## src/hw/rstpt_pkg.sv

```systemverilog
/*
  Shared constants and types for the port state control and tail tag framer.
  Assumes a single 250 MHz core clock and byte-wide frame streams without FCS.
*/
package rstpt_pkg;
  // Port count and buffering
  localparam int NPORT = 3;
  localparam int FIFO_DEPTH = 8;
  localparam int BYTE_W = 8;

  // Tail tag field positions, frames from the host
  localparam int TAG_DEST_LO = 1;
  localparam int TAG_QUEUE_LO = 4;
  localparam int TAG_FORCE_BIT = 6;
  localparam int TAG_LOOKUP_BIT = 7;

  // Destination codes in tag bits three to one
  localparam logic [2:0] DEST_P1 = 3'h1;
  localparam logic [2:0] DEST_P2 = 3'h2;
  localparam logic [2:0] DEST_P3 = 3'h4;
  localparam logic [2:0] DEST_ALL = 3'h7;
  localparam logic [2:0] DEST_NONE = 3'h0;

  // Source code is port index plus this offset; zero is reserved
  localparam logic [1:0] SRC_CODE_BASE = 2'h1;

  // Frame check sequence
  localparam logic [31:0] CRC_INIT = 32'hFFFFFFFF;
  localparam logic [31:0] CRC_POLY = 32'hEDB88320;

  // Layout of a word in the host ingress buffer
  localparam int W_DATA_LO = 0;
  localparam int W_LAST = 8;
  localparam int W_DEST_LO = 9;
  localparam int W_QUEUE_LO = 12;
  localparam int W_LOOKUP = 14;
  localparam int W_FCS_LO = 15;
  localparam int WORD_W = 47;

  typedef enum logic [1:0] {PS_DISCARD, PS_LEARN, PS_FORWARD} rstpt_pstate_t;
  typedef enum logic [1:0] {EG_SOP, EG_MID, EG_TAG} rstpt_egst_t;

  // One byte of reflected CRC-32
  function automatic logic [31:0] rstpt_crc8(input logic [31:0] c, input logic [7:0] d);
    logic [31:0] r;
    r = c ^ {24'h000000, d};
    for (int i = 0; i < 8; i++) begin
      r = r[0] ? ((r >> 1) ^ CRC_POLY) : (r >> 1);
    end
    return r;
  endfunction
endpackage

```

## src/hw/rstpt_stream_if.sv

```systemverilog
/*
  Valid/ready word stream between the framer and its buffer.
  Assumes both ends share the core clock.
*/
interface rstpt_stream_if #(parameter int WIDTH = 8) ();
  logic valid;
  logic ready;
  logic [WIDTH-1:0] data;
  modport src (output valid, output data, input ready);
  modport snk (input valid, input data, output ready);
endinterface

```

## src/hw/rstpt_fifo.sv

```systemverilog
/*
  Small FIFO with a registered read stage and registered write ready.
  Assumes DEPTH of at least two; read data always leave from a flip-flop.
*/
module rstpt_fifo #(
  parameter int WIDTH = 8,
  parameter int DEPTH = 8
) (
  input wire logic clock, // Core clock
  input wire logic rst_n, // Synchronous reset, active low
  rstpt_stream_if.snk wr, // Filling side
  rstpt_stream_if.src rd  // Draining side
);
  localparam int AW = $clog2(DEPTH);
  localparam int CW = $clog2(DEPTH + 1);

  logic [WIDTH-1:0] mem_q [DEPTH];
  logic [AW-1:0] wp_q;
  logic [AW-1:0] rp_q;
  logic [CW-1:0] cnt_q;
  logic [CW-1:0] cnt_d;
  logic rdy_q;
  logic ov_q;
  logic [WIDTH-1:0] od_q;
  logic push;
  logic pop;

  // Ready is a flop, so a word is never offered to a full array
  assign push = wr.valid & rdy_q;
  assign pop = (cnt_q != '0) & (~ov_q | rd.ready);
  assign wr.ready = rdy_q;
  assign rd.valid = ov_q;
  assign rd.data = od_q;

  // Occupancy of the array, the read stage not counted
  always_comb begin
    cnt_d = cnt_q;
    if (push & ~pop) begin
      cnt_d = cnt_q + CW'(1);
    end else if (pop & ~push) begin
      cnt_d = cnt_q - CW'(1);
    end
  end

  // Storage needs no reset
  always_ff @(posedge clock) begin
    if (push) begin
      mem_q[wp_q] <= wr.data;
    end
  end

  // Pointers, count and write ready
  always_ff @(posedge clock) begin
    if (!rst_n) begin
      wp_q <= '0;
      rp_q <= '0;
      cnt_q <= '0;
      rdy_q <= 1'b0;
    end else begin
      cnt_q <= cnt_d;
      rdy_q <= (cnt_d != CW'(DEPTH));
      if (push) begin
        wp_q <= (wp_q == AW'(DEPTH - 1)) ? '0 : wp_q + AW'(1);
      end
      if (pop) begin
        rp_q <= (rp_q == AW'(DEPTH - 1)) ? '0 : rp_q + AW'(1);
      end
    end
  end

  // Registered read stage
  always_ff @(posedge clock) begin
    if (!rst_n) begin
      ov_q <= 1'b0;
      od_q <= '0;
    end else if (pop) begin
      ov_q <= 1'b1;
      od_q <= mem_q[rp_q];
    end else if (rd.ready) begin
      ov_q <= 1'b0;
    end
  end
endmodule

```

## src/hw/rstpt_top.sv

```systemverilog
/*
  Per-port spanning tree state control and host port tail tag framing.
  Assumes frame streams carry no FCS; the block recomputes it and hands it
  out beside the last byte. Control inputs come from logic on the same clock.
*/
// Notes on behaviour
// - Tx off, rx off, learning disabled: port discards and learns nothing.
// - A discarding port may still pass override-matched frames up to the host.
// - Learning disabled plus both flush bits: flush port's dynamic and static entries.
// - Learning disable clear, tx/rx off: learn, pass only host traffic.
// - Tx and rx on, learning disable clear: forward normally and learn.
// - In learning and forwarding, host frames go where the tail tag directs.
// - One-byte tail tag only on host port and only when tag enable set.
// - Host tag bits 3:1 pick port 1, 2, 3 or all; 000 reserved.
// - Host tag bits 5:4 values zero to three pick egress queue zero to three.
// - Host tag bit 6 forces delivery to the ports in bits 3:1.
// - Host tag bit 7 ignores bits 6:0 and uses normal address lookup.
// - Frames to host report ingress port in bits 1:0; 00 reserved.
module rstpt_top (
  input wire logic clock, // Core clock, 250 MHz
  input wire logic rst_n, // Synchronous reset, active low
  input wire logic [rstpt_pkg::NPORT-1:0] tx_en, // Per-port transmit enable
  input wire logic [rstpt_pkg::NPORT-1:0] rx_en, // Per-port receive enable
  input wire logic [rstpt_pkg::NPORT-1:0] learn_dis, // Per-port learning disable
  input wire logic flush_dyn, // Flush dynamic table control
  input wire logic flush_sta, // Flush static table control
  input wire logic tail_tag_en, // Tail tag mode on host port
  output rstpt_pkg::rstpt_pstate_t port_state [rstpt_pkg::NPORT], // Decoded state
  output logic [rstpt_pkg::NPORT-1:0] learn_en, // Source learning allowed
  output logic [rstpt_pkg::NPORT-1:0] user_fwd, // User traffic allowed
  output logic [rstpt_pkg::NPORT-1:0] dyn_flush, // Dynamic flush pulse
  output logic [rstpt_pkg::NPORT-1:0] sta_flush, // Static flush pulse
  input wire logic hin_valid, // Host frame byte valid
  input wire logic [7:0] hin_data, // Host frame byte
  input wire logic hin_last, // Host frame last byte
  output logic hin_ready, // Host frame byte taken
  output logic fab_valid, // Fabric byte valid
  output logic [7:0] fab_data, // Fabric byte, tag stripped
  output logic fab_last, // Fabric last byte
  output logic [2:0] fab_dest, // Destination ports, valid with last
  output logic [1:0] fab_queue, // Egress queue, valid with last
  output logic fab_lookup, // Use address lookup, valid with last
  output logic [31:0] fab_fcs, // New FCS, valid with last
  input wire logic fab_ready, // Fabric takes byte
  input wire logic sw_valid, // Host-bound byte valid
  input wire logic [7:0] sw_data, // Host-bound byte
  input wire logic sw_last, // Host-bound last byte
  input wire logic [1:0] sw_src, // Ingress port index, 0 to 2
  input wire logic sw_ovr, // Static override match
  output logic sw_ready, // Host-bound byte taken
  output logic hout_valid, // Byte to host valid
  output logic [7:0] hout_data, // Byte to host
  output logic hout_last, // Last byte to host
  output logic [31:0] hout_fcs // FCS to host, valid with last
);
  localparam int NP = rstpt_pkg::NPORT;
  localparam int WW = rstpt_pkg::WORD_W;

  rstpt_pkg::rstpt_pstate_t pst_q [NP];
  logic [NP-1:0] learn_q;
  logic [NP-1:0] ufwd_q;
  logic [NP-1:0] dflush_q;
  logic [NP-1:0] sflush_q;
  logic [NP-1:0] disc;
  logic flush_both_q;

  // Per-port state decode; odd combinations fall back to discarding
  for (genvar i = 0; i < NP; i++) begin : g_port
    always_ff @(posedge clock) begin
      if (!rst_n) begin
        pst_q[i] <= rstpt_pkg::PS_DISCARD;
        learn_q[i] <= 1'b0;
        ufwd_q[i] <= 1'b0;
      end else if (tx_en[i] & rx_en[i] & ~learn_dis[i]) begin
        pst_q[i] <= rstpt_pkg::PS_FORWARD;
        learn_q[i] <= 1'b1;
        ufwd_q[i] <= 1'b1;
      end else if (~tx_en[i] & ~rx_en[i] & ~learn_dis[i]) begin
        pst_q[i] <= rstpt_pkg::PS_LEARN;
        learn_q[i] <= 1'b1;
        ufwd_q[i] <= 1'b0;
      end else begin
        pst_q[i] <= rstpt_pkg::PS_DISCARD;
        learn_q[i] <= 1'b0;
        ufwd_q[i] <= 1'b0;
      end
    end

    // Flush fires once when both bits come up with learning off
    always_ff @(posedge clock) begin
      if (!rst_n) begin
        dflush_q[i] <= 1'b0;
        sflush_q[i] <= 1'b0;
      end else begin
        dflush_q[i] <= flush_dyn & flush_sta & ~flush_both_q & learn_dis[i];
        sflush_q[i] <= flush_dyn & flush_sta & ~flush_both_q & learn_dis[i];
      end
    end

    assign disc[i] = (pst_q[i] == rstpt_pkg::PS_DISCARD);
    assign port_state[i] = pst_q[i];

    a_disc_quiet: assert property (@(posedge clock) disable iff (!rst_n)
      disc[i] |-> !learn_q[i] && !ufwd_q[i]) else $error("discarding port learns or forwards");
    a_learn_only: assert property (@(posedge clock) disable iff (!rst_n)
      (rst_n && !tx_en[i] && !rx_en[i] && !learn_dis[i]) |=> learn_q[i] && !ufwd_q[i])
      else $error("learning state wrong");
    a_fwd_full: assert property (@(posedge clock) disable iff (!rst_n)
      (rst_n && tx_en[i] && rx_en[i] && !learn_dis[i]) |=> learn_q[i] && ufwd_q[i])
      else $error("forwarding state wrong");
    a_flush_pulse: assert property (@(posedge clock) disable iff (!rst_n)
      (flush_dyn && flush_sta && !flush_both_q && learn_dis[i])
      |=> dflush_q[i] && sflush_q[i] ##1 !dflush_q[i]) else $error("flush pulse wrong");
  end

  // Edge memory for the flush controls
  always_ff @(posedge clock) begin
    if (!rst_n) begin
      flush_both_q <= 1'b0;
    end else begin
      flush_both_q <= flush_dyn & flush_sta;
    end
  end

  assign learn_en = learn_q;
  assign user_fwd = ufwd_q;
  assign dyn_flush = dflush_q;
  assign sta_flush = sflush_q;

  // Host to fabric: strip tag, decode it, buffer the bytes
  rstpt_stream_if #(.WIDTH(WW)) hbuf_wr ();
  rstpt_stream_if #(.WIDTH(WW)) hbuf_rd ();

  logic in_sop_q;
  logic in_tte_q;
  logic hold_v_q;
  logic [7:0] hold_q;
  logic [31:0] icrc_q;
  logic in_acc;
  logic in_tte;
  logic in_push;
  logic [7:0] in_byte;
  logic [31:0] icrc_next;
  logic [2:0] tag_dest;
  logic [2:0] in_dest;
  logic [1:0] in_queue;
  logic in_lookup;

  assign in_acc = hin_valid & hbuf_wr.ready;
  // Mode is frozen at frame start so a toggle cannot split a frame
  assign in_tte = in_sop_q ? tail_tag_en : in_tte_q;
  assign in_push = in_acc & (~in_tte | hold_v_q);
  assign in_byte = in_tte ? hold_q : hin_data;
  assign icrc_next = rstpt_pkg::rstpt_crc8(icrc_q, in_byte);

  // Destination decode; reserved and unlisted codes name no port
  always_comb begin
    case (hin_data[rstpt_pkg::TAG_DEST_LO +: 3])
      rstpt_pkg::DEST_P1: tag_dest = rstpt_pkg::DEST_P1;
      rstpt_pkg::DEST_P2: tag_dest = rstpt_pkg::DEST_P2;
      rstpt_pkg::DEST_P3: tag_dest = rstpt_pkg::DEST_P3;
      rstpt_pkg::DEST_ALL: tag_dest = rstpt_pkg::DEST_ALL;
      default: tag_dest = rstpt_pkg::DEST_NONE;
    endcase
  end

  // Metadata carried by the last word of each frame
  always_comb begin
    in_dest = rstpt_pkg::DEST_NONE;
    in_queue = 2'h0;
    in_lookup = 1'b1;
    if (in_tte & hin_last & ~hin_data[rstpt_pkg::TAG_LOOKUP_BIT]) begin
      in_lookup = 1'b0;
      in_queue = hin_data[rstpt_pkg::TAG_QUEUE_LO +: 2];
      if (hin_data[rstpt_pkg::TAG_FORCE_BIT]) begin
        in_dest = tag_dest;
      end else begin
        in_dest = tag_dest & ~disc;
      end
    end
  end

  assign hbuf_wr.valid = in_push;
  assign hbuf_wr.data = {~icrc_next, in_lookup, in_queue, in_dest, hin_last, in_byte};
  assign hin_ready = hbuf_wr.ready;

  // Frame tracking, held byte and running FCS on the ingress side
  always_ff @(posedge clock) begin
    if (!rst_n) begin
      in_sop_q <= 1'b1;
      in_tte_q <= 1'b0;
      hold_v_q <= 1'b0;
      hold_q <= 8'h00;
      icrc_q <= rstpt_pkg::CRC_INIT;
    end else begin
      if (in_acc) begin
        in_sop_q <= hin_last;
        in_tte_q <= in_tte;
        hold_v_q <= in_tte & ~hin_last;
        hold_q <= hin_data;
      end
      if (in_push) begin
        icrc_q <= hin_last ? rstpt_pkg::CRC_INIT : icrc_next;
      end
    end
  end

  a_tag_lookup: assert property (@(posedge clock) disable iff (!rst_n)
    (in_push && in_tte && hin_last && hin_data[7])
    |-> hbuf_wr.data[rstpt_pkg::W_LOOKUP] && hbuf_wr.data[11:9] == 3'h0)
    else $error("lookup tag not honoured");
  a_tag_force: assert property (@(posedge clock) disable iff (!rst_n)
    (in_push && in_tte && hin_last && hin_data[7:6] == 2'h1 && hin_data[3:1] == 3'h7)
    |-> hbuf_wr.data[11:9] == 3'h7 && hbuf_wr.data[13:12] == hin_data[5:4])
    else $error("forced tag not honoured");
  a_tag_strip: assert property (@(posedge clock) disable iff (!rst_n)
    (in_acc && in_tte && hin_last && !hold_v_q) |-> !in_push)
    else $error("tag byte reached fabric");

  rstpt_fifo #(.WIDTH(WW), .DEPTH(rstpt_pkg::FIFO_DEPTH)) u_hbuf (
    .clock(clock),
    .rst_n(rst_n),
    .wr(hbuf_wr),
    .rd(hbuf_rd)
  );

  assign hbuf_rd.ready = fab_ready;
  assign fab_valid = hbuf_rd.valid;
  assign fab_data = hbuf_rd.data[rstpt_pkg::W_DATA_LO +: 8];
  assign fab_last = hbuf_rd.data[rstpt_pkg::W_LAST];
  assign fab_dest = hbuf_rd.data[rstpt_pkg::W_DEST_LO +: 3];
  assign fab_queue = hbuf_rd.data[rstpt_pkg::W_QUEUE_LO +: 2];
  assign fab_lookup = hbuf_rd.data[rstpt_pkg::W_LOOKUP];
  assign fab_fcs = hbuf_rd.data[rstpt_pkg::W_FCS_LO +: 32];

  // Fabric to host: filter by port state, append tag, recompute FCS
  rstpt_pkg::rstpt_egst_t eg_q;
  logic sw_rdy_q;
  logic eg_pass_q;
  logic eg_tte_q;
  logic [1:0] src_q;
  logic ov_q;
  logic [7:0] od_q;
  logic ol_q;
  logic [31:0] ofcs_q;
  logic [31:0] ecrc_q;
  logic sw_acc;
  logic src_ok;
  logic cur_pass;
  logic cur_tte;
  logic emit;
  logic emit_last;
  logic [7:0] emit_byte;
  logic [31:0] ecrc_next;

  assign sw_acc = sw_valid & sw_rdy_q;
  assign src_ok = (sw_src < 2'(NP));
  // Discarding ports still reach the host on an override match
  assign cur_pass = (eg_q == rstpt_pkg::EG_SOP) ? (src_ok & (~disc[sw_src] | sw_ovr)) : eg_pass_q;
  assign cur_tte = (eg_q == rstpt_pkg::EG_SOP) ? tail_tag_en : eg_tte_q;
  assign emit = (sw_acc & cur_pass) | (eg_q == rstpt_pkg::EG_TAG);
  assign emit_last = (eg_q == rstpt_pkg::EG_TAG) | (sw_last & ~cur_tte);
  assign emit_byte = (eg_q == rstpt_pkg::EG_TAG) ? {6'h00, src_q + rstpt_pkg::SRC_CODE_BASE} : sw_data;
  assign ecrc_next = rstpt_pkg::rstpt_crc8(ecrc_q, emit_byte);

  // Frame sequencing; input stalls for the one tag cycle
  always_ff @(posedge clock) begin
    if (!rst_n) begin
      eg_q <= rstpt_pkg::EG_SOP;
      sw_rdy_q <= 1'b0;
      eg_pass_q <= 1'b0;
      eg_tte_q <= 1'b0;
      src_q <= 2'h0;
    end else begin
      sw_rdy_q <= ~(sw_acc & sw_last & cur_tte & cur_pass);
      case (eg_q)
        rstpt_pkg::EG_SOP, rstpt_pkg::EG_MID: begin
          if (sw_acc) begin
            if (eg_q == rstpt_pkg::EG_SOP) begin
              src_q <= sw_src;
            end
            eg_pass_q <= cur_pass;
            eg_tte_q <= cur_tte;
            if (!sw_last) begin
              eg_q <= rstpt_pkg::EG_MID;
            end else if (cur_tte & cur_pass) begin
              eg_q <= rstpt_pkg::EG_TAG;
            end else begin
              eg_q <= rstpt_pkg::EG_SOP;
            end
          end
        end
        rstpt_pkg::EG_TAG: eg_q <= rstpt_pkg::EG_SOP;
        default: eg_q <= rstpt_pkg::EG_SOP;
      endcase
    end
  end

  // Registered byte stream toward the host with running FCS
  always_ff @(posedge clock) begin
    if (!rst_n) begin
      ov_q <= 1'b0;
      od_q <= 8'h00;
      ol_q <= 1'b0;
      ofcs_q <= 32'h00000000;
      ecrc_q <= rstpt_pkg::CRC_INIT;
    end else begin
      ov_q <= emit;
      if (emit) begin
        od_q <= emit_byte;
        ol_q <= emit_last;
        ecrc_q <= emit_last ? rstpt_pkg::CRC_INIT : ecrc_next;
        if (emit_last) begin
          ofcs_q <= ~ecrc_next;
        end
      end
    end
  end

  assign sw_ready = sw_rdy_q;
  assign hout_valid = ov_q;
  assign hout_data = od_q;
  assign hout_last = ol_q;
  assign hout_fcs = ofcs_q;

  a_disc_drop: assert property (@(posedge clock) disable iff (!rst_n)
    (sw_acc && eg_q == rstpt_pkg::EG_SOP && src_ok && disc[sw_src] && !sw_ovr) |=> !hout_valid)
    else $error("discarding port reached host");
  a_tag_append: assert property (@(posedge clock) disable iff (!rst_n)
    (sw_acc && sw_last && cur_tte && cur_pass)
    |=> hout_valid && !hout_last && !sw_ready
    ##1 hout_valid && hout_last && hout_data == {6'h00, src_q + 2'h1})
    else $error("tail tag not appended");
  a_tag_off: assert property (@(posedge clock) disable iff (!rst_n)
    (sw_acc && sw_last && !cur_tte && cur_pass) |=> hout_valid && hout_last && sw_ready)
    else $error("tag sent while disabled");
endmodule

```

## config.mk

```make
export PLATFORM = sky130hd
export DESIGN_NAME = rstpt_top
export DESIGN_NICKNAME = d
export VERILOG_FILES = /design/src/hw/rstpt_pkg.sv /design/src/hw/rstpt_stream_if.sv /design/src/hw/rstpt_fifo.sv /design/src/hw/rstpt_top.sv
export SDC_FILE = /design/constraint.sdc
export NUM_CORES = 1
export LEC_CHECK = 0
export BUFFER_PORTS_ARGS = -buffer_cell sky130_fd_sc_hd__buf_2
export CAP_MARGIN = 20
export CORE_ASPECT_RATIO = 1.1
export CORE_UTILIZATION = 50
export CTS_CLUSTER_SIZE = 25
export DETAILED_ROUTE_END_ITERATION = 8
export PLACE_DENSITY = 0.69
export RECOVER_POWER = 50
export SETUP_SLACK_MARGIN = 0.15
export SYNTH_ARGS = -nofsm -noshare
export SYNTH_HDL_FRONTEND = slang
export SYNTH_SLANG_ARGS = --single-unit
```

## constraint.sdc

```tcl
create_clock -name clock -period 8.35 [get_ports clock]
set_clock_uncertainty 0.15 [all_clocks]
set_input_delay 1.67 -clock clock [delete_from_list [all_inputs] [get_ports clock]]
set_output_delay 1.67 -clock clock [all_outputs]
set_load 0.02 [all_outputs]
```

==> qor.yml, run 1 <==
start_util_pct: 50.9
num_vias: 12695
port_buffers: 147
numPlacedInstances: 2177
startpoint: "tail_tag_en"
wl_met2_um: 24500
ys_top_cells_by_count: "382 x edfxtp_1, 193 x dfxtp_1, 144 x nand2_1, 94 x mux4_2, 83 x xnor2_1"
finalNetCount: 1694
tritoncts: "built"
syn_inst: 1500
die_y_um: 229
final-setup-viol-count: 0
dp_hpwl_um: 29600
yosysTopAreaCell: "edfxtp_1"
vias_per_cell: 5.56
dr.first_iter.drc_count: 758
run_status: "complete, but fails checks"
fp.dieArea_um2: 47500
ir_drop_v: 0.000257
area_growth_pct: 13.7
synth_cell_types: 56
drv_slew: 115
grt_pass1_vias: 13051
clock_latency_ns: 0.60
grt_max_degree: 99
io_pins: 148
final-hold-violation-count: 0
cp.required_ns: 8.49
worstSetupStartpointType: "input port"
reg2reg_from: "in_sop_q$_SDFFE_PN1P_"
drv_cap: 5
wl_per_cell_um: 21.3
synth_seq_area_share_pct: 65.7
r2r_slack_ns: 3.36
rsz0062_at_grt: "false"
wl_um: 48700
post_cts_resized: 0
grt_pass1_wl_um: 76000
reg2reg_depth: 7
synth_warnings: 0
fmax_mhz: 174
drive_gt1_share_pct: 16.5
drc: 0
die_w_um: 208
holdBufCountCts: 0
cts-root-buf: "clkbuf_16"
syn_area_um2: 23300
hold_ws_ns: 0.309
clkTransAtPathRegs_ns: 0.06
worstPathArrival_ns: 5.90
hold_class: "reg -> reg"
yosysTopAreaCellShare_pct: 49.1
ant_nets: 0
drt_pass1_iterations: 5
core_um2: 45900
p_leak_nw: 9.29
period_needed_ns: 5.76
avgSynthCellArea_um2: 15.6
path_class: "in -> reg"
wl_met3_um: 1960
track_usage_pct: 20.8
routed.top_layer: "met5"
grt_antenna_before_repair: 2
fin_crit_sh_pct: 68.9
r2r-end: "u_hbuf.mem_q[4][41]$_DFFE_PP_"
wl_met1_um: 21300
yosys-top-cells-area: "edfxtp_1 49%, dfxtp_1 17%, mux4_2 9.1%"
synth-seq-cells: 575
ctsLongestPathBuffers: 3
cts.sinks: 575
ctsHtreeMaxLevel: 2
tightest_slew_ns: 3.08
place_congestion: 0.842
gr-total-overflow: 0
async_flop_share_pct: 0
final_cells: 2284
end_kind: "register"
cts_setup_buffers: 0
crit_path_end: "u_hbuf.mem_q[4][41]$_DFFE_PP_"
maxSlewHeadroom_pct: -105
rows: 82
numCtsBuffers: 56
path_max_fanout: 14
synth_ff_type: "edfxtp_1"
synth-edff-count: 382
power_density_nw_per_um2: 337
post-synth-top-count-cell: "edfxtp_1"
violations: "max-capacitance violations, max-slew violations"
antenna_cells: 0
finalSetupTns_ns: 0
==> registers in the layout, summed over array words and instances (netlist names), 6 cells and up <==
signal and flops:
ecrc_q 32, hout_fcs 32, hold_q 8, pst_q 6, hout_data 8, u_hbuf.mem_q 376, icrc_q 32, u_hbuf.rd.data 47
==> worst max-delay path, stage by stage <==
cell      delay, ns
clkbuf_1       0.12
mux2i_2        0.14
clkbuf_1       0.54
mux2_1         0.54
xor2_1         0.30
xnor2_1        1.23
xnor2_1        0.57
xnor2_1        0.78
==> power by group <==
group          switching [mW]  internal [mW]
sequential              0.187           3.61
clock                    1.08           1.76
combinational            1.43          0.876
==> per-layer routing <==
layer | global-route usage [%] | up-vias
li1 | - | 5910
met1 | 27.5 | 6438
met2 | 35.4 | 278
met3 | 3.19 | 65
met4 | 6.13 | 4
met5 | 0 | -
==> worst min-delay path by stage <==
stage	from	endpoint	slack, ns	cells past startpoint
after floorplan	hold_q[1]$_SDFFE_PN0P_	hold_q[1]$_SDFFE_PN0P_	0.29	2
after global placement	hold_q[1]$_SDFFE_PN0P_	hold_q[1]$_SDFFE_PN0P_	0.30	2
after detailed placement	hold_q[7]$_SDFFE_PN0P_	hold_q[7]$_SDFFE_PN0P_	0.31	2
after CTS	hold_q[7]$_SDFFE_PN0P_	hold_q[7]$_SDFFE_PN0P_	0.32	2
after global routing	hold_q[4]$_SDFFE_PN0P_	hold_q[4]$_SDFFE_PN0P_	0.34	2
final	hold_q[7]$_SDFFE_PN0P_	hold_q[7]$_SDFFE_PN0P_	0.31	2
==> through the flow <==
step	setup slack (ns)	power, mW	area, um2	util [%]
floorplan	0.695	5.56	23400	-
global placement	3.22	6.20	24800	54.0
detailed placement	3.12	6.27	24800	54.0
CTS	3.79	9.12	26900	58.6
global route	2.39	9.34	26500	57.9
finish	2.59	8.94	26500	57.9
==> cell usage in the layout (no fill, tap or decap), types with 7 or more instances in the layout <==
cell type / synthesis / routed
nor2b_1: 15 / 15
nor3_1: 10 / 9
dfxtp_1: 193 / 190
edfxtp_1: 382 / 382
bufinv_16: 0 / 13
xnor2_2: 9 / 7
mux4_2: 94 / 94
nand2b_1: 19 / 19
inv_1: 17 / 17
buf_2: 6 / 34
o211a_1: 60 / 60
xor2_1: 43 / 48
ha_1: 7 / 7
o21ai_0: 18 / 19
xnor2_1: 83 / 87
xnor3_1: 7 / 7
mux2i_1: 75 / 76
nand2_1: 144 / 144
buf_4: 3 / 18
clkbuf_1: 63 / 121
o22ai_1: 23 / 23
nor2_1: 60 / 57
clkinv_2: 0 / 9
and2_1: 19 / 15
a21oi_1: 35 / 34
clkbuf_8: 0 / 7
a21boi_0: 17 / 17
nand3_1: 11 / 11
clkbuf_16: 0 / 59
==> cell type report <==
type	instances	area, um2
tap	588	736
clock inverter	34	526
multi-input combinational	828	7520
fill	3535	19300
clock buffer	71	1590
inverter	17	63.8
sequential	575	15300
timing repair buffer	171	759
==> kinds of logic after synthesis <==
family	Yosys count	synth area share, %
muxes	178	12.9
buffers and inverters	102	1.75
DFF	575	65.7
AOI/OAI and AO/OA	178	5.75
and+or+nand+nor	303	5.99
adders and majority gates	7	0.375
other	1	0.0161
xor gates and xnor gates	156	7.54
Note: power is estimated with default switching activity, not from simulation.
==> inputs of run 2 (changes only) <==
--- a/config.mk
+++ b/config.mk
@@ -5,6 +5,7 @@
 export SDC_FILE = /design/constraint.sdc
 export NUM_CORES = 1
 export LEC_CHECK = 0
+export ABC_AREA = 1
 export BUFFER_PORTS_ARGS = -buffer_cell sky130_fd_sc_hd__buf_2
 export CAP_MARGIN = 20
 export CORE_ASPECT_RATIO = 1.1
==> constraint.sdc (replaced) <==
create_clock -name clock -period 6 [get_ports clock]
set_clock_uncertainty 0.15 [all_clocks]
set_input_delay 1.2 -clock clock [delete_from_list [all_inputs] [get_ports clock]]
set_output_delay 1.2 -clock clock [all_outputs]
set_load 0.02 [all_outputs]
==> run 2 against run 1 <==
  * The run still ends with max-capacitance violations, max-slew violations left
  * Non-clock buffer count is 4 higher
  * Count of clock-buffer cells in the layout is 2 higher
  * First-iteration DRC count is 83% higher
  * Cell count is 36% higher
  * Synthesized area is 1.8% higher
  * Clock power is 23% higher
  * Die area is 1.8% higher
  * Flip-flop and latch count stayed put
  * Critical endpoint is now sta_flush[0]$_SDFF_PN0_
  * Largest cell class unchanged
  * Highest routed layer is now met4
==> qor.yml, run 2 <==
run_status: "complete, but fails checks"  # unchanged
violations: "max-capacitance violations, max-slew violations"  # unchanged
switching_share_pct: 35.6  # was 30.2%
place_congestion: 0.948  # was 0.842
area_growth_pct: 12.4  # was 13.7%
yosys-top-cells-area: "edfxtp_1 48%, dfxtp_1 16%, o21ai_0 7.6%"  # was edfxtp_1 49%, dfxtp_1 17%, mux4_2 9.1%
final-hold-violation-count: 0  # unchanged
mostFrequentLayoutCells: "382 x edfxtp_1, 364 x nand2_1, 362 x o21ai_0"  # was 382 x edfxtp_1, 190 x dfxtp_1, 144 x nand2_1
hold_start: "hout_data[4]$_SDFFE_PN0P_"  # was hold_q[7]$_SDFFE_PN0P_
ys_top_cells_by_count: "382 x edfxtp_1, 360 x o21ai_0, 356 x nand2_1, 280 x nor2_1, 193 x dfxtp_1"  # was 382 x edfxtp_1, 193 x dfxtp_1, 144 x nand2_1, 94 x mux4_2, 83 x xnor2_1
power_frac_clock_pct: 28.9  # was 31.7%
fin_ws_ns: 1.36  # was 2.59 ns
power.share.combinational_pct: 29.4  # was 25.8%
hold_path_depth: 2  # unchanged
syn_area_um2: 23800  # was 23300 um2
ctsHtreeMaxLevel: 2  # unchanged
synth-edff-count: 382  # unchanged
drive_gt1_share_pct: 7.26  # was 16.5%
io_pins: 148  # unchanged
yosysTopAreaCell: "edfxtp_1"  # unchanged
ctsLongestPathBuffers: 3  # unchanged
drc: 0  # unchanged
cts-root-buf: "clkbuf_16"  # unchanged
vias_per_cell: 5.57  # was 5.56
tritoncts: "built"  # unchanged
track_usage_pct: 24.3  # was 20.8%
cp.depth: 6  # was 8
ant_nets: 0  # unchanged
post_cts_resized: 0  # unchanged
power_density_nw_per_um2: 454  # was 337 nW/um2
path_class: "in -> reg"  # unchanged
fin_util_pct: 57.1  # was 57.9%
synth_cell_types: 44  # was 56
reg2reg_depth: 8  # was 7
cts_setup_buffers: 0  # unchanged
cp_top_family: "buffers and inverters"  # was XOR/XNOR gates
synth_warnings: 0  # unchanged
fmax_mhz: 215
wl_per_cell_um: 18.9  # was 21.3 um
fp.dieArea_um2: 48400  # was 47500 um2
p_sw_mw: 4.33  # was 2.70 mW
grt_antenna_before_repair: 0  # was 2
p_leak_nw: 9.96  # was 9.29 nW
port_buffers: 147  # unchanged
numCtsBuffers: 54  # was 56
antenna_cells: 0  # unchanged
startpoint: "rst_n"  # was tail_tag_en
end_kind: "register"  # unchanged
clkTransAtPathRegs_ns: 0.07  # was 0.06 ns
path_max_fanout: 41  # was 14
seq_power_share_pct: 41.7  # was 42.5%
wl_um: 58600  # was 48700 um
drt_pass1_iterations: 6  # was 5
clock_latency_ns: 0.62  # was 0.60 ns
maxSlewHeadroom_pct: -48.6  # was -105%
synth_ff_type: "edfxtp_1"  # unchanged
grt_pass1_vias: 16443  # was 13051
internal_power_mw: 7.81  # was 6.24 mW
post-synth-top-count-cell: "edfxtp_1"  # unchanged
avgSynthCellArea_um2: 10.3  # was 15.6 um2
die_w_um: 210  # was 208 um
hold_class: "reg -> reg"  # unchanged
async_flop_share_pct: 0  # unchanged
largest_reg_flops: 376  # unchanged
numPlacedInstances: 2996  # was 2177
rows: 83  # was 82
cp_cell_sequence: "clkbuf_1 > clkinv_1 > clkbuf_1 > nor2_1 > nand2_1 > nor2_1"  # was clkbuf_1 > mux2i_2 > clkbuf_1 > mux2_1 > xor2_1 > xnor2_1 > xnor2_1 > xnor2_1
final_cells: 3101  # was 2284
grt_max_degree: 115  # was 99
crit_slowest_cell: "clkbuf_1"  # was xnor2_1
dp_hpwl_um: 35400  # was 29600 um
holdBufCountCts: 0  # unchanged
die_y_um: 231  # was 229 um
dr.first_iter.drc_count: 1389  # was 758
grt_pass1_wl_um: 91300  # was 76000 um
period_needed_ns: 4.64
fin_crit_sh_pct: 77.4
drv_slew: 340  # was 115
gr-total-overflow: 0  # unchanged
synth-seq-cells: 575  # unchanged
worstPathArrival_ns: 5.03  # was 5.90 ns
cp.required_ns: 6.39  # was 8.49 ns
layout_commonest_cell: "edfxtp_1"  # unchanged
final-setup-viol-count: 0  # unchanged
regMostFlops: "u_hbuf.mem_q"  # unchanged
rsz0062_at_grt: "false"  # unchanged
preCtsSetupSlack_ns: 1.54  # was 3.12 ns
finalNetCount: 2463  # was 1694
tightest_slew_ns: 2.23  # was 3.08 ns
cts.sinks: 575  # unchanged
syn_inst: 2308  # was 1500
start_util_pct: 50.7  # was 50.9%
finalSetupTns_ns: 0  # unchanged
synth_seq_area_share_pct: 64.5  # was 65.7%
worstSetupStartpointType: "input port"  # unchanged
num_vias: 17270  # was 12695
critPathMaxStageDelay_ns: 1.55  # was 1.23 ns
ir_drop_v: 0.000321  # was 0.000257 V
drv_cap: 6  # was 5
crit_buf_inv: 3  # was 2
core_um2: 46800  # was 45900 um2
fill_cells: 4018  # was 3535
yosysTopAreaCellShare_pct: 48.3  # was 49.1%
reg2reg_from: "u_hbuf.wr.ready$_SDFF_PN0_"  # was in_sop_q$_SDFFE_PN1P_
==> run 2: cell count changes in the layout (fill, tap and decap cells not counted), moves of 38 or more <==
cell,delta
o22ai_1,+38
o221ai_1,+46
o21ai_0,+343
mux4_2,-94
inv_1,+106
o211a_1,-59
nand2_1,+220
nor2_1,+217
nand3_1,+71
xnor2_1,-62
mux2i_1,-76
a21oi_1,+81
==> run 2: cells by family after synthesis <==
group | synth area share [%]
buffers and inverters | 4.16
AO/OA/AOI/OAI | 14.1
XOR/XNOR | 3.68
AND/OR/NAND/NOR | 13.1
flip-flops | 64.5
adder cells (fa/ha/maj) | 0.368
other | 0.0158
==> run 2: layer usage <==
metal	wire (um)	track usage [%]	part of all wire, %	vias up
li1	-	-	-	8260
met1	24900	32.4	43	8334
met2	28100	40.3	48	578
met3	4090	4.72	7.0	98
met4	1470	7.30	2.5	0
met5	0	0	0	-
==> run 2: path summary, 6_finish.rpt <==
kind / end / slack [ns]
worst max-delay path: sta_flush[0]$_SDFF_PN0_ / 1.36
worst min-delay path: hout_data[4]$_SDFFE_PN0P_ / 0.32
worst max register to register: u_hbuf.mem_q[5][31]$_DFFE_PP_ / 1.74
worst min register to register: hout_data[4]$_SDFFE_PN0P_ / 0.32
==> run 2: power by group through the flow <==
stage                     clock [mW]  combinational [mW]  sequential, mW
after CTS                       3.56                3.62            5.06
final                           3.50                3.57            5.06
after global routing            3.71                3.99            5.10
after floorplan                    0                2.34            5.22
after global placement             0                3.52            5.13
after detailed placement           0                3.60            5.14
==> run 2: final cells by class <==
class | count | area (um2) | area share, %
inverters | 129 | 488 | 1.83
flip-flops and latches | 575 | 15300 | 57.4
well taps | 637 | 797 | 2.98
multi-input cells | 1483 | 7470 | 28.0
clock buffers | 73 | 1470 | 5.51
clock inverters | 29 | 358 | 1.34
repair buffers | 175 | 797 | 2.98
==> run 2: per-stage QoR <==
| stage | hold slack (ns) | total power [mW] | instance area [um2] |
|---|---|---|---|
| final | 0.318 | 12.1 | 26700 |
| after detailed placement | 0.306 | 8.74 | 25100 |
| after global routing | 0.324 | 12.8 | 26700 |
| after floorplan | 0.280 | 7.56 | 23800 |
| after global placement | 0.310 | 8.65 | 25100 |
| after CTS | 0.316 | 12.2 | 26900 |
==> run 2: tightest hold or removal path: stages, from the launching register on <==
cell and delay (ns):
dfxtp_1 0.31, nand2_1 0.06, a21oi_1 0.06
